## config.mk

```make
export PLATFORM = sky130hd
export DESIGN_NAME = gpx_port
export DESIGN_NICKNAME = d
export VERILOG_FILES = /design/src/gpx_port.v /design/src/gpx_sync.v /design/src/gpx_edge.v
export VERILOG_INCLUDE_DIRS = /design/src
export SDC_FILE = /design/constraint.sdc
export NUM_CORES = 1
export LEC_CHECK = 0
export BUFFER_PORTS_ARGS = -buffer_cell sky130_fd_sc_hd__buf_4
export CAP_MARGIN = 20
export CORE_MARGIN = 2
export CORE_UTILIZATION = 25
export CTS_CLUSTER_SIZE = 14
export DETAILED_ROUTE_END_ITERATION = 6
export PLACE_DENSITY = 0.57
export SYNTH_ARGS = -nofsm -noshare
export SYNTH_HDL_FRONTEND = slang
export SYNTH_SLANG_ARGS = --single-unit
```

## constraint.sdc

```tcl
create_clock -name aclk -period 2 [get_ports aclk]
set_clock_uncertainty 0.2 [all_clocks]
set_input_delay 0.3 -clock aclk [delete_from_list [all_inputs] [get_ports aclk]]
set_output_delay 0.3 -clock aclk [all_outputs]
set_load 0.005 [all_outputs]
```

## src/gpx_regs.vh

```
// register map, field layout and reset values of the 8-bit gpio port
// assumes an axi4-lite slave with 32-bit data, byte addresses below
//
// Contract
// - eight pins, each configured by its own direction bit, same bit as value.
// - direction 0 means input, direction 1 means output.
// - input pin reads back the current external pin level.
// - each enabled input pin may raise an external interrupt on its own.
// - requests of one vector group are ORed together.
// - pins 1,2,5,6 trigger on rising edges; 3,4,7,8 on falling edges.
// - in output mode the written value is latched and driven to the pin.
// - in output mode a read returns the latch, not the pin.
// - open-drain output pins read back the actual pin level.
// - writing value always updates the latch, even on input pins.
// - an output pin never raises an external interrupt.
// - a peripheral using a pin overrides direction and value settings.
// - a peripheral output forces output mode, push-pull or open-drain as asked.
// - peripheral inputs use input pins; pin level stays readable through value.
// - analog pins are floating inputs; converter mux routes selected pin. Routing leaves pin_oe unchanged; the pin is not forced to input.
`ifndef GPX_REGS_VH
`define GPX_REGS_VH

`define GPX_WIDTH 8
`define GPX_OFS_VALUE 5'h00
`define GPX_OFS_DIR 5'h04
`define GPX_OFS_IRQ_EN 5'h08
`define GPX_OFS_OPEN_DRAIN 5'h0c
`define GPX_OFS_IRQ_STATUS 5'h10
`define GPX_OFS_IRQ_CLEAR 5'h14
`define GPX_OFS_PIN_LEVEL 5'h18
`define GPX_RST_VALUE 8'h00
`define GPX_RST_DIR 8'h00
`define GPX_RST_IRQ_EN 8'h00
`define GPX_RST_OPEN_DRAIN 8'h00
// bit i set: pin i interrupts on a rising edge, else on a falling edge
`define GPX_RISE_MASK 8'h33
// pins 0..3 share one vector group, pins 4..7 the other
`define GPX_GROUP_A 8'h0f
`define GPX_GROUP_B 8'hf0
`define GPX_RESP_OKAY 2'b00
`define GPX_RESP_SLVERR 2'b10

`endif

```

## src/gpx_port.v

```verilog
// 8-bit gpio port with edge interrupts, alternate functions and axi4-lite registers
// assumes pins arrive asynchronous to aclk and peripheral controls are synchronous
`timescale 1ns/1ns
`include "gpx_regs.vh"
module gpx_port (
  // clock and reset
  input wire aclk,
  input wire aresetn,
  // axi4-lite write address
  input wire [4:0] s_axi_awaddr,
  input wire s_axi_awvalid,
  output wire s_axi_awready,
  // axi4-lite write data
  input wire [31:0] s_axi_wdata,
  input wire [3:0] s_axi_wstrb,
  input wire s_axi_wvalid,
  output wire s_axi_wready,
  // axi4-lite write response
  output reg [1:0] s_axi_bresp,
  output reg s_axi_bvalid,
  input wire s_axi_bready,
  // axi4-lite read address
  input wire [4:0] s_axi_araddr,
  input wire s_axi_arvalid,
  output wire s_axi_arready,
  // axi4-lite read data
  output reg [31:0] s_axi_rdata,
  output reg [1:0] s_axi_rresp,
  output reg s_axi_rvalid,
  input wire s_axi_rready,
  // pins
  input wire [7:0] pin_in,
  output wire [7:0] pin_out,
  output wire [7:0] pin_oe,
  // alternate function from on-chip peripherals
  input wire [7:0] alt_sel,
  input wire [7:0] alt_drive,
  input wire [7:0] alt_out,
  input wire [7:0] alt_open_drain,
  output wire [7:0] alt_in,
  // converter channel routing
  input wire adc_enable,
  input wire [2:0] adc_channel,
  output wire [7:0] adc_route,
  // interrupts
  output wire ext_irq_group_a,
  output wire ext_irq_group_b,
  output wire irq
);
  // software-visible state
  reg [7:0] port_value_reg;
  reg [7:0] dir_reg;
  reg [7:0] ext_irq_enable_reg;
  reg [7:0] open_drain_reg;
  reg [7:0] irq_status;
  // write channel holding registers, either may arrive first
  reg aw_held;
  reg w_held;
  reg [4:0] aw_addr;
  reg [31:0] w_data;
  reg [3:0] w_strb;

  wire [7:0] pin_sync;
  wire [7:0] edge_evt;
  wire [7:0] eff_out_mode;
  wire [7:0] eff_open_drain;
  wire [7:0] eff_level;
  wire [7:0] value_read;
  wire do_write;
  wire do_read;
  wire [7:0] clear_bits;
  reg [31:0] next_rdata;
  reg next_rerr;
  reg next_werr;

  // pin levels into the clock domain
  gpx_sync u_sync (
    .aclk(aclk),
    .aresetn(aresetn),
    .raw(pin_in),
    .synced(pin_sync)
  );

  // alternate function overrides ordinary direction whenever alt_sel selects the pin, driving or not
  assign eff_out_mode = (alt_sel & alt_drive) | (~alt_sel & dir_reg);
  assign eff_open_drain = (alt_sel & alt_open_drain) | (~alt_sel & open_drain_reg);
  assign eff_level = (alt_sel & alt_out) | (~alt_sel & port_value_reg);

  // open-drain drives only low; push-pull drives both levels
  assign pin_out = eff_level & ~eff_open_drain;
  assign pin_oe = eff_out_mode & ~(eff_open_drain & eff_level);

  // peripheral inputs see the synchronised pin level
  assign alt_in = pin_sync;

  // converter mux: one-hot route of the selected channel
  assign adc_route = adc_enable ? (8'h01 << adc_channel) : 8'h00;

  // read value: pin level for inputs and open-drain outputs, latch otherwise
  assign value_read = (eff_out_mode & ~eff_open_drain & port_value_reg) |
                      (~(eff_out_mode & ~eff_open_drain) & pin_sync);

  // edges on input pins with enable set; output pins never arm
  gpx_edge u_edge (
    .aclk(aclk),
    .aresetn(aresetn),
    .level(pin_sync),
    .armed(ext_irq_enable_reg & ~eff_out_mode),
    .event_pulse(edge_evt)
  );

  // external request per vector group is the OR of its pending pins
  assign ext_irq_group_a = |(irq_status & ext_irq_enable_reg & `GPX_GROUP_A);
  assign ext_irq_group_b = |(irq_status & ext_irq_enable_reg & `GPX_GROUP_B);
  assign irq = |(irq_status & ext_irq_enable_reg);

  // axi handshakes: accept each write channel once, reads when idle
  assign s_axi_awready = !aw_held && !s_axi_bvalid;
  assign s_axi_wready = !w_held && !s_axi_bvalid;
  assign s_axi_arready = !s_axi_rvalid;
  assign do_write = aw_held && w_held && !s_axi_bvalid;
  assign do_read = s_axi_arvalid && !s_axi_rvalid;
  assign clear_bits = (do_write && aw_addr == `GPX_OFS_IRQ_CLEAR && w_strb[0]) ?
                      w_data[7:0] : 8'h00;

  // read decode
  always @* begin
    next_rdata = 32'h00000000;
    next_rerr = 1'b0;
    case (s_axi_araddr)
      `GPX_OFS_VALUE: next_rdata[7:0] = value_read;
      `GPX_OFS_DIR: next_rdata[7:0] = dir_reg;
      `GPX_OFS_IRQ_EN: next_rdata[7:0] = ext_irq_enable_reg;
      `GPX_OFS_OPEN_DRAIN: next_rdata[7:0] = open_drain_reg;
      `GPX_OFS_IRQ_STATUS: next_rdata[7:0] = irq_status;
      `GPX_OFS_IRQ_CLEAR: next_rdata[7:0] = 8'h00;
      `GPX_OFS_PIN_LEVEL: next_rdata[7:0] = pin_sync;
      default: next_rerr = 1'b1;
    endcase
  end

  // write decode error check
  always @* begin
    case (aw_addr)
      `GPX_OFS_VALUE, `GPX_OFS_DIR, `GPX_OFS_IRQ_EN, `GPX_OFS_OPEN_DRAIN,
      `GPX_OFS_IRQ_CLEAR: next_werr = 1'b0;
      `GPX_OFS_IRQ_STATUS, `GPX_OFS_PIN_LEVEL: next_werr = 1'b0;
      default: next_werr = 1'b1;
    endcase
  end

  // write channel capture and response
  always @(posedge aclk) begin
    if (!aresetn) begin
      aw_held <= 1'b0;
      w_held <= 1'b0;
      aw_addr <= 5'h00;
      w_data <= 32'h00000000;
      w_strb <= 4'h0;
      s_axi_bvalid <= 1'b0;
      s_axi_bresp <= `GPX_RESP_OKAY;
    end else begin
      if (s_axi_awvalid && s_axi_awready) begin
        aw_held <= 1'b1;
        aw_addr <= {s_axi_awaddr[4:2], 2'b00};
      end
      if (s_axi_wvalid && s_axi_wready) begin
        w_held <= 1'b1;
        w_data <= s_axi_wdata;
        w_strb <= s_axi_wstrb;
      end
      if (do_write) begin
        aw_held <= 1'b0;
        w_held <= 1'b0;
        s_axi_bvalid <= 1'b1;
        s_axi_bresp <= next_werr ? `GPX_RESP_SLVERR : `GPX_RESP_OKAY;
      end else if (s_axi_bvalid && s_axi_bready) begin
        s_axi_bvalid <= 1'b0;
      end
    end
  end

  // register file; value latch updates regardless of direction
  always @(posedge aclk) begin
    if (!aresetn) begin
      port_value_reg <= `GPX_RST_VALUE;
      dir_reg <= `GPX_RST_DIR;
      ext_irq_enable_reg <= `GPX_RST_IRQ_EN;
      open_drain_reg <= `GPX_RST_OPEN_DRAIN;
    end else if (do_write && w_strb[0]) begin
      case (aw_addr)
        `GPX_OFS_VALUE: port_value_reg <= w_data[7:0];
        `GPX_OFS_DIR: dir_reg <= w_data[7:0];
        `GPX_OFS_IRQ_EN: ext_irq_enable_reg <= w_data[7:0];
        `GPX_OFS_OPEN_DRAIN: open_drain_reg <= w_data[7:0];
        default: port_value_reg <= port_value_reg;
      endcase
    end
  end

  // sticky event status; a new edge wins over a clear in the same cycle
  always @(posedge aclk) begin
    if (!aresetn)
      irq_status <= 8'h00;
    else
      irq_status <= (irq_status & ~clear_bits) | edge_evt;
  end

  // read response registered, one cycle after address acceptance
  always @(posedge aclk) begin
    if (!aresetn) begin
      s_axi_rvalid <= 1'b0;
      s_axi_rdata <= 32'h00000000;
      s_axi_rresp <= `GPX_RESP_OKAY;
    end else if (do_read) begin
      s_axi_rvalid <= 1'b1;
      s_axi_rdata <= next_rdata;
      s_axi_rresp <= next_rerr ? `GPX_RESP_SLVERR : `GPX_RESP_OKAY;
    end else if (s_axi_rvalid && s_axi_rready) begin
      s_axi_rvalid <= 1'b0;
    end
  end
endmodule

```

## src/gpx_sync.v

```verilog
// two-flop synchroniser for the eight pin input levels
// assumes pins may change at any time relative to aclk
`timescale 1ns/1ns
`include "gpx_regs.vh"
module gpx_sync (
  // clock and reset
  input wire aclk,
  input wire aresetn,
  // raw and synchronised levels
  input wire [`GPX_WIDTH-1:0] raw,
  output reg [`GPX_WIDTH-1:0] synced
);
  reg [`GPX_WIDTH-1:0] stage1;

  // first stage is read only by the second stage
  always @(posedge aclk) begin
    if (!aresetn) begin
      stage1 <= 8'h00;
      synced <= 8'h00;
    end else begin
      stage1 <= raw;
      synced <= stage1;
    end
  end
endmodule

```

## src/gpx_edge.v

```verilog
// per-pin edge detector producing one-cycle event pulses
// assumes synchronised inputs; polarity is fixed per pin
`timescale 1ns/1ns
`include "gpx_regs.vh"
module gpx_edge (
  // clock and reset
  input wire aclk,
  input wire aresetn,
  // qualified level and resulting pulses
  input wire [`GPX_WIDTH-1:0] level,
  input wire [`GPX_WIDTH-1:0] armed,
  output wire [`GPX_WIDTH-1:0] event_pulse
);
  reg [`GPX_WIDTH-1:0] last;

  // remember previous level
  always @(posedge aclk) begin
    if (!aresetn)
      last <= 8'h00;
    else
      last <= level;
  end

  // rising on masked pins, falling elsewhere; only armed pins count
  assign event_pulse = armed & ((`GPX_RISE_MASK & level & ~last) |
                                (~`GPX_RISE_MASK & ~level & last));
endmodule

```

==> results.md <==
- Status: completed
- Synthesized instance count: about 530
- Post-synthesis sequential area ratio: 0.394
- Placed Cells incl. Taps: approximately 860
- CTS H-Tree Depth: 3
- Reg2Reg Capture Point: ext_irq_enable_reg[6]
- Synth warn: 0
- Critical Path Max Stage Delay: approximately 0.34 ns
- Switch Pwr: 0.949 mW
- Initial antenna violation count: 0
- GPL Wtd Cong: 0.747
- TritonCTS clock tree: built
- Reg-to-reg slack, setup: approximately 0.15 ns
- Vias in the first global route: ~3700
- DIE WIDTH: approximately 140 um
- Comb power frac: 0.114
- Nets@finish: 758
- Via density: 4.56
- Final setup violation count: 0
- FFs w/ async S/R, synth: 0
- Buffer and inverter count on the worst path: 1
- Pin count of the biggest net entering global routing: 35
- Element type at the critical path end: output port
- Crit-path slowest cell: dfxtp_1
- Die span in y: ~140 um
- Antenna Cells: 0
- Synthesized cell area: 4570 um2
- Crit path depth: 4
- Number of synthesized flops with an enable pin: 0
- ANT nets after route: 0
- Initial Util: 0.255
- Share of cells above drive strength 1: 0.263
- Top post-synthesis cells by area: dfxtp_1 39%, nand2_1 6.2%, o21ai_0 5.5%
- Final period util: 0.965
- Peak VDD IR: approximately 0.43 mV
- RSZ-0062 raised after global routing: no
- Placed wire-length estimate: 9250 um
- Static Leakage: approximately 2.5 nW
- Design internal power: 3.16 mW
- Critical Path Source Type: flip-flop
- Synth area leader: dfxtp_1
- Average wire per standard cell: 14.2 um
- GRT Util Overall: 0.131
- Class of the worst hold path: in -> reg
- Num Clock Sinks: 90
- Total gr overflow: 0
- 1st-pass router iterations: 6
- Initial drt markers: around 190
- CP Capture Point: irq
- Critical path type: reg -> out
- Switching share of power: 0.231
- Power share of the clock group: 0.425
- Reg2reg start: w_held
- Area growth syn-to-layout: 35.0%
- Final instance count without filler cells: 894
- Max Cap Viol: 0
- Final WL: 12700 um
- Power per Cell Area: 665 nW/um2
- Critical path fanouts, max: 4
- Critical Path Source: ext_irq_enable_reg[3]
- Worst-path cell chain: a22oi_1 -> nand2_2 -> or2_2 -> buf_4
- TNS Setup: 0 ns
- CP delay by family, top: simple AND/OR/NAND/NOR gates
- Syn Area/Cell: just under 9 um2
- Area of the die: slightly below 20000 um2
- Cts bufs inserted: 9
- Hold Violations, Final: 0
- CTS root buffer: clkbuf_16
- Worst skew pair latency: approximately 0.35 ns
- Post-route DRC violation count: 0
- Crit path required time: around 1.5 ns
- FF-to-FF path depth: 5
- Reg power frac: 0.461
- Post-synth top area share: 0.394
- Top FF cell, synth: dfxtp_1
- Core area: around 18000 um2
- Final Max Slew Viols: 0
- I/O Buffers: ~120
- Clock buffer depth: 2
- IO Pins: 173
- Final min period: ~1.9 ns
- First-pass GRT wire length: just over 20000 um
- Vias: approximately 4100
- Worst Path Arrival: approximately 1.4 ns
- Worst-path clk slew: approximately 0.06 ns
- Synth cell types: 36
- Fmax: around 0.52 GHz
- Synthesis-stage register bit count: 90
- Row cnt: slightly below 50
[routing by layer]
layer | track usage | vias up | part of all wire
met3 | 0.0313 | 13 | 0.057
met4 | 0.0510 | 0 | 0.016
met5 | 0 | - | 0
met2 | 0.203 | 113 | 0.45
li1 | - | 2080 | -
met1 | 0.175 | 1867 | 0.48
[tightest hold or removal path, delay by kind of cell]
family	cells	cell delay, ns
AO/OA/AOI/OAI	1	0.06
buffers and inverters	1	0.11
AND/OR/NAND/NOR	1	0.04
[metrics by stage]
stage / utilization / area [um2] / total power [mW] / hold WS, ns / worst slack (ns)
final: 0.344 / 6170 / 4.11 / 0.0194 / 0.0691
after global routing: 0.344 / 6170 / 4.29 / 0.0198 / 0.00780
after CTS: 0.343 / 6160 / 4.18 / 0.00584 / 0.0148
after detailed placement: 0.317 / 5700 / 2.38 / 0.219 / 0.154
after global placement: 0.317 / 5700 / 2.38 / 0.214 / 0.190
after floorplan: - / 4670 / 2.15 / 0.212 / 0.294
[worst min path at each step]
| stage | start | to | slack (ns) | cells after the start |
|---|---|---|---|---|
| floorplan | u_sync.stage1[0] | u_sync.synced[0] | 0.21 | 1 |
| global placement | u_sync.stage1[4] | u_sync.synced[4] | 0.21 | 1 |
| detailed placement | u_sync.stage1[7] | u_sync.synced[7] | 0.22 | 1 |
| CTS | s_axi_wdata[5] | w_data[5] | 0.006 | 3 |
| global route | s_axi_wdata[0] | w_data[0] | 0.02 | 3 |
| finish | s_axi_wdata[7] | w_data[7] | 0.02 | 3 |
[layout by cell type, fill, tap and decap left out, types with 3 or more instances in the layout]
| master | instances |
|---|---|
| o21ai_0 | 50 |
| nor3_1 | 10 |
| mux2i_1 | 19 |
| inv_1 | 9 |
| nor2_1 | 9 |
| a221oi_1 | 8 |
| buf_4 | 130 |
| a31oi_1 | 8 |
| o21a_1 | 8 |
| clkbuf_16 | 9 |
| mux2_2 | 16 |
| buf_12 | 4 |
| nor2b_1 | 20 |
| and2_1 | 36 |
| clkbuf_8 | 3 |
| dlygate4sd3_1 | 15 |
| a21boi_0 | 18 |
| nand3b_1 | 26 |
| nand2b_1 | 14 |
| dfxtp_1 | 90 |
| nand3_1 | 25 |
| nand2_1 | 74 |
| conb_1 | 26 |
| o32a_1 | 16 |
[power groups by stage]
stage	logic, mW	registers [mW]	clock network [mW]
global placement	0.442	1.93	0
CTS	0.471	1.89	1.82
global route	0.515	1.90	1.87
detailed placement	0.446	1.93	0
floorplan	0.233	1.91	0
finish	0.466	1.89	1.74
[timing repair]
action                                  in CTS  in global routing
pin swaps                                    0                  1
buffers inserted                             0                  1
endpoints found under the hold margin       14                  0
endpoints found under the setup margin       1                  1
hold buffers                                15                  0
resized for setup                            2                  1
[logic make-up (layout without fill, tap and decap cells)]
| group | Yosys count | count (layout) | synth area share |
|---|---|---|---|
| mux | 35 | 35 | 0.0810 |
| compound gates | 117 | 117 | 0.176 |
| buf+inv | 60 | 173 | 0.0736 |
| flops | 90 | 90 | 0.394 |
| other cells | 1 | 26 | 0.000820 |
| simple gates | 224 | 224 | 0.275 |
[cell usage after synthesis, types with 2 or more instances]
cell / instances
nand3_1: 25
mux2i_1: 19
a31oi_1: 8
nand2b_1: 14
o211a_1: 2
nor2_1: 9
a22oi_1: 4
nand2_1: 75
o32a_1: 16
a221oi_1: 8
a21boi_0: 18
nor3_1: 10
inv_1: 9
o21a_1: 8
nand3b_1: 26
buf_2: 2
o21ai_0: 50
dfxtp_1: 90
clkbuf_1: 19
and2_1: 36
nor4b_2: 2
mux2_2: 16
nor2b_1: 20
buf_4: 29
[layout make-up]
class	count	area, um2
tap	229	287
timing repair buffer	149	1210
multi-input combinational	402	2540
clock inverter	2	35.0
sequential	90	1800
fill	1913	11800
inverter	9	33.8
clock buffer	13	270
Note: power is estimated with default switching activity, not from simulation.
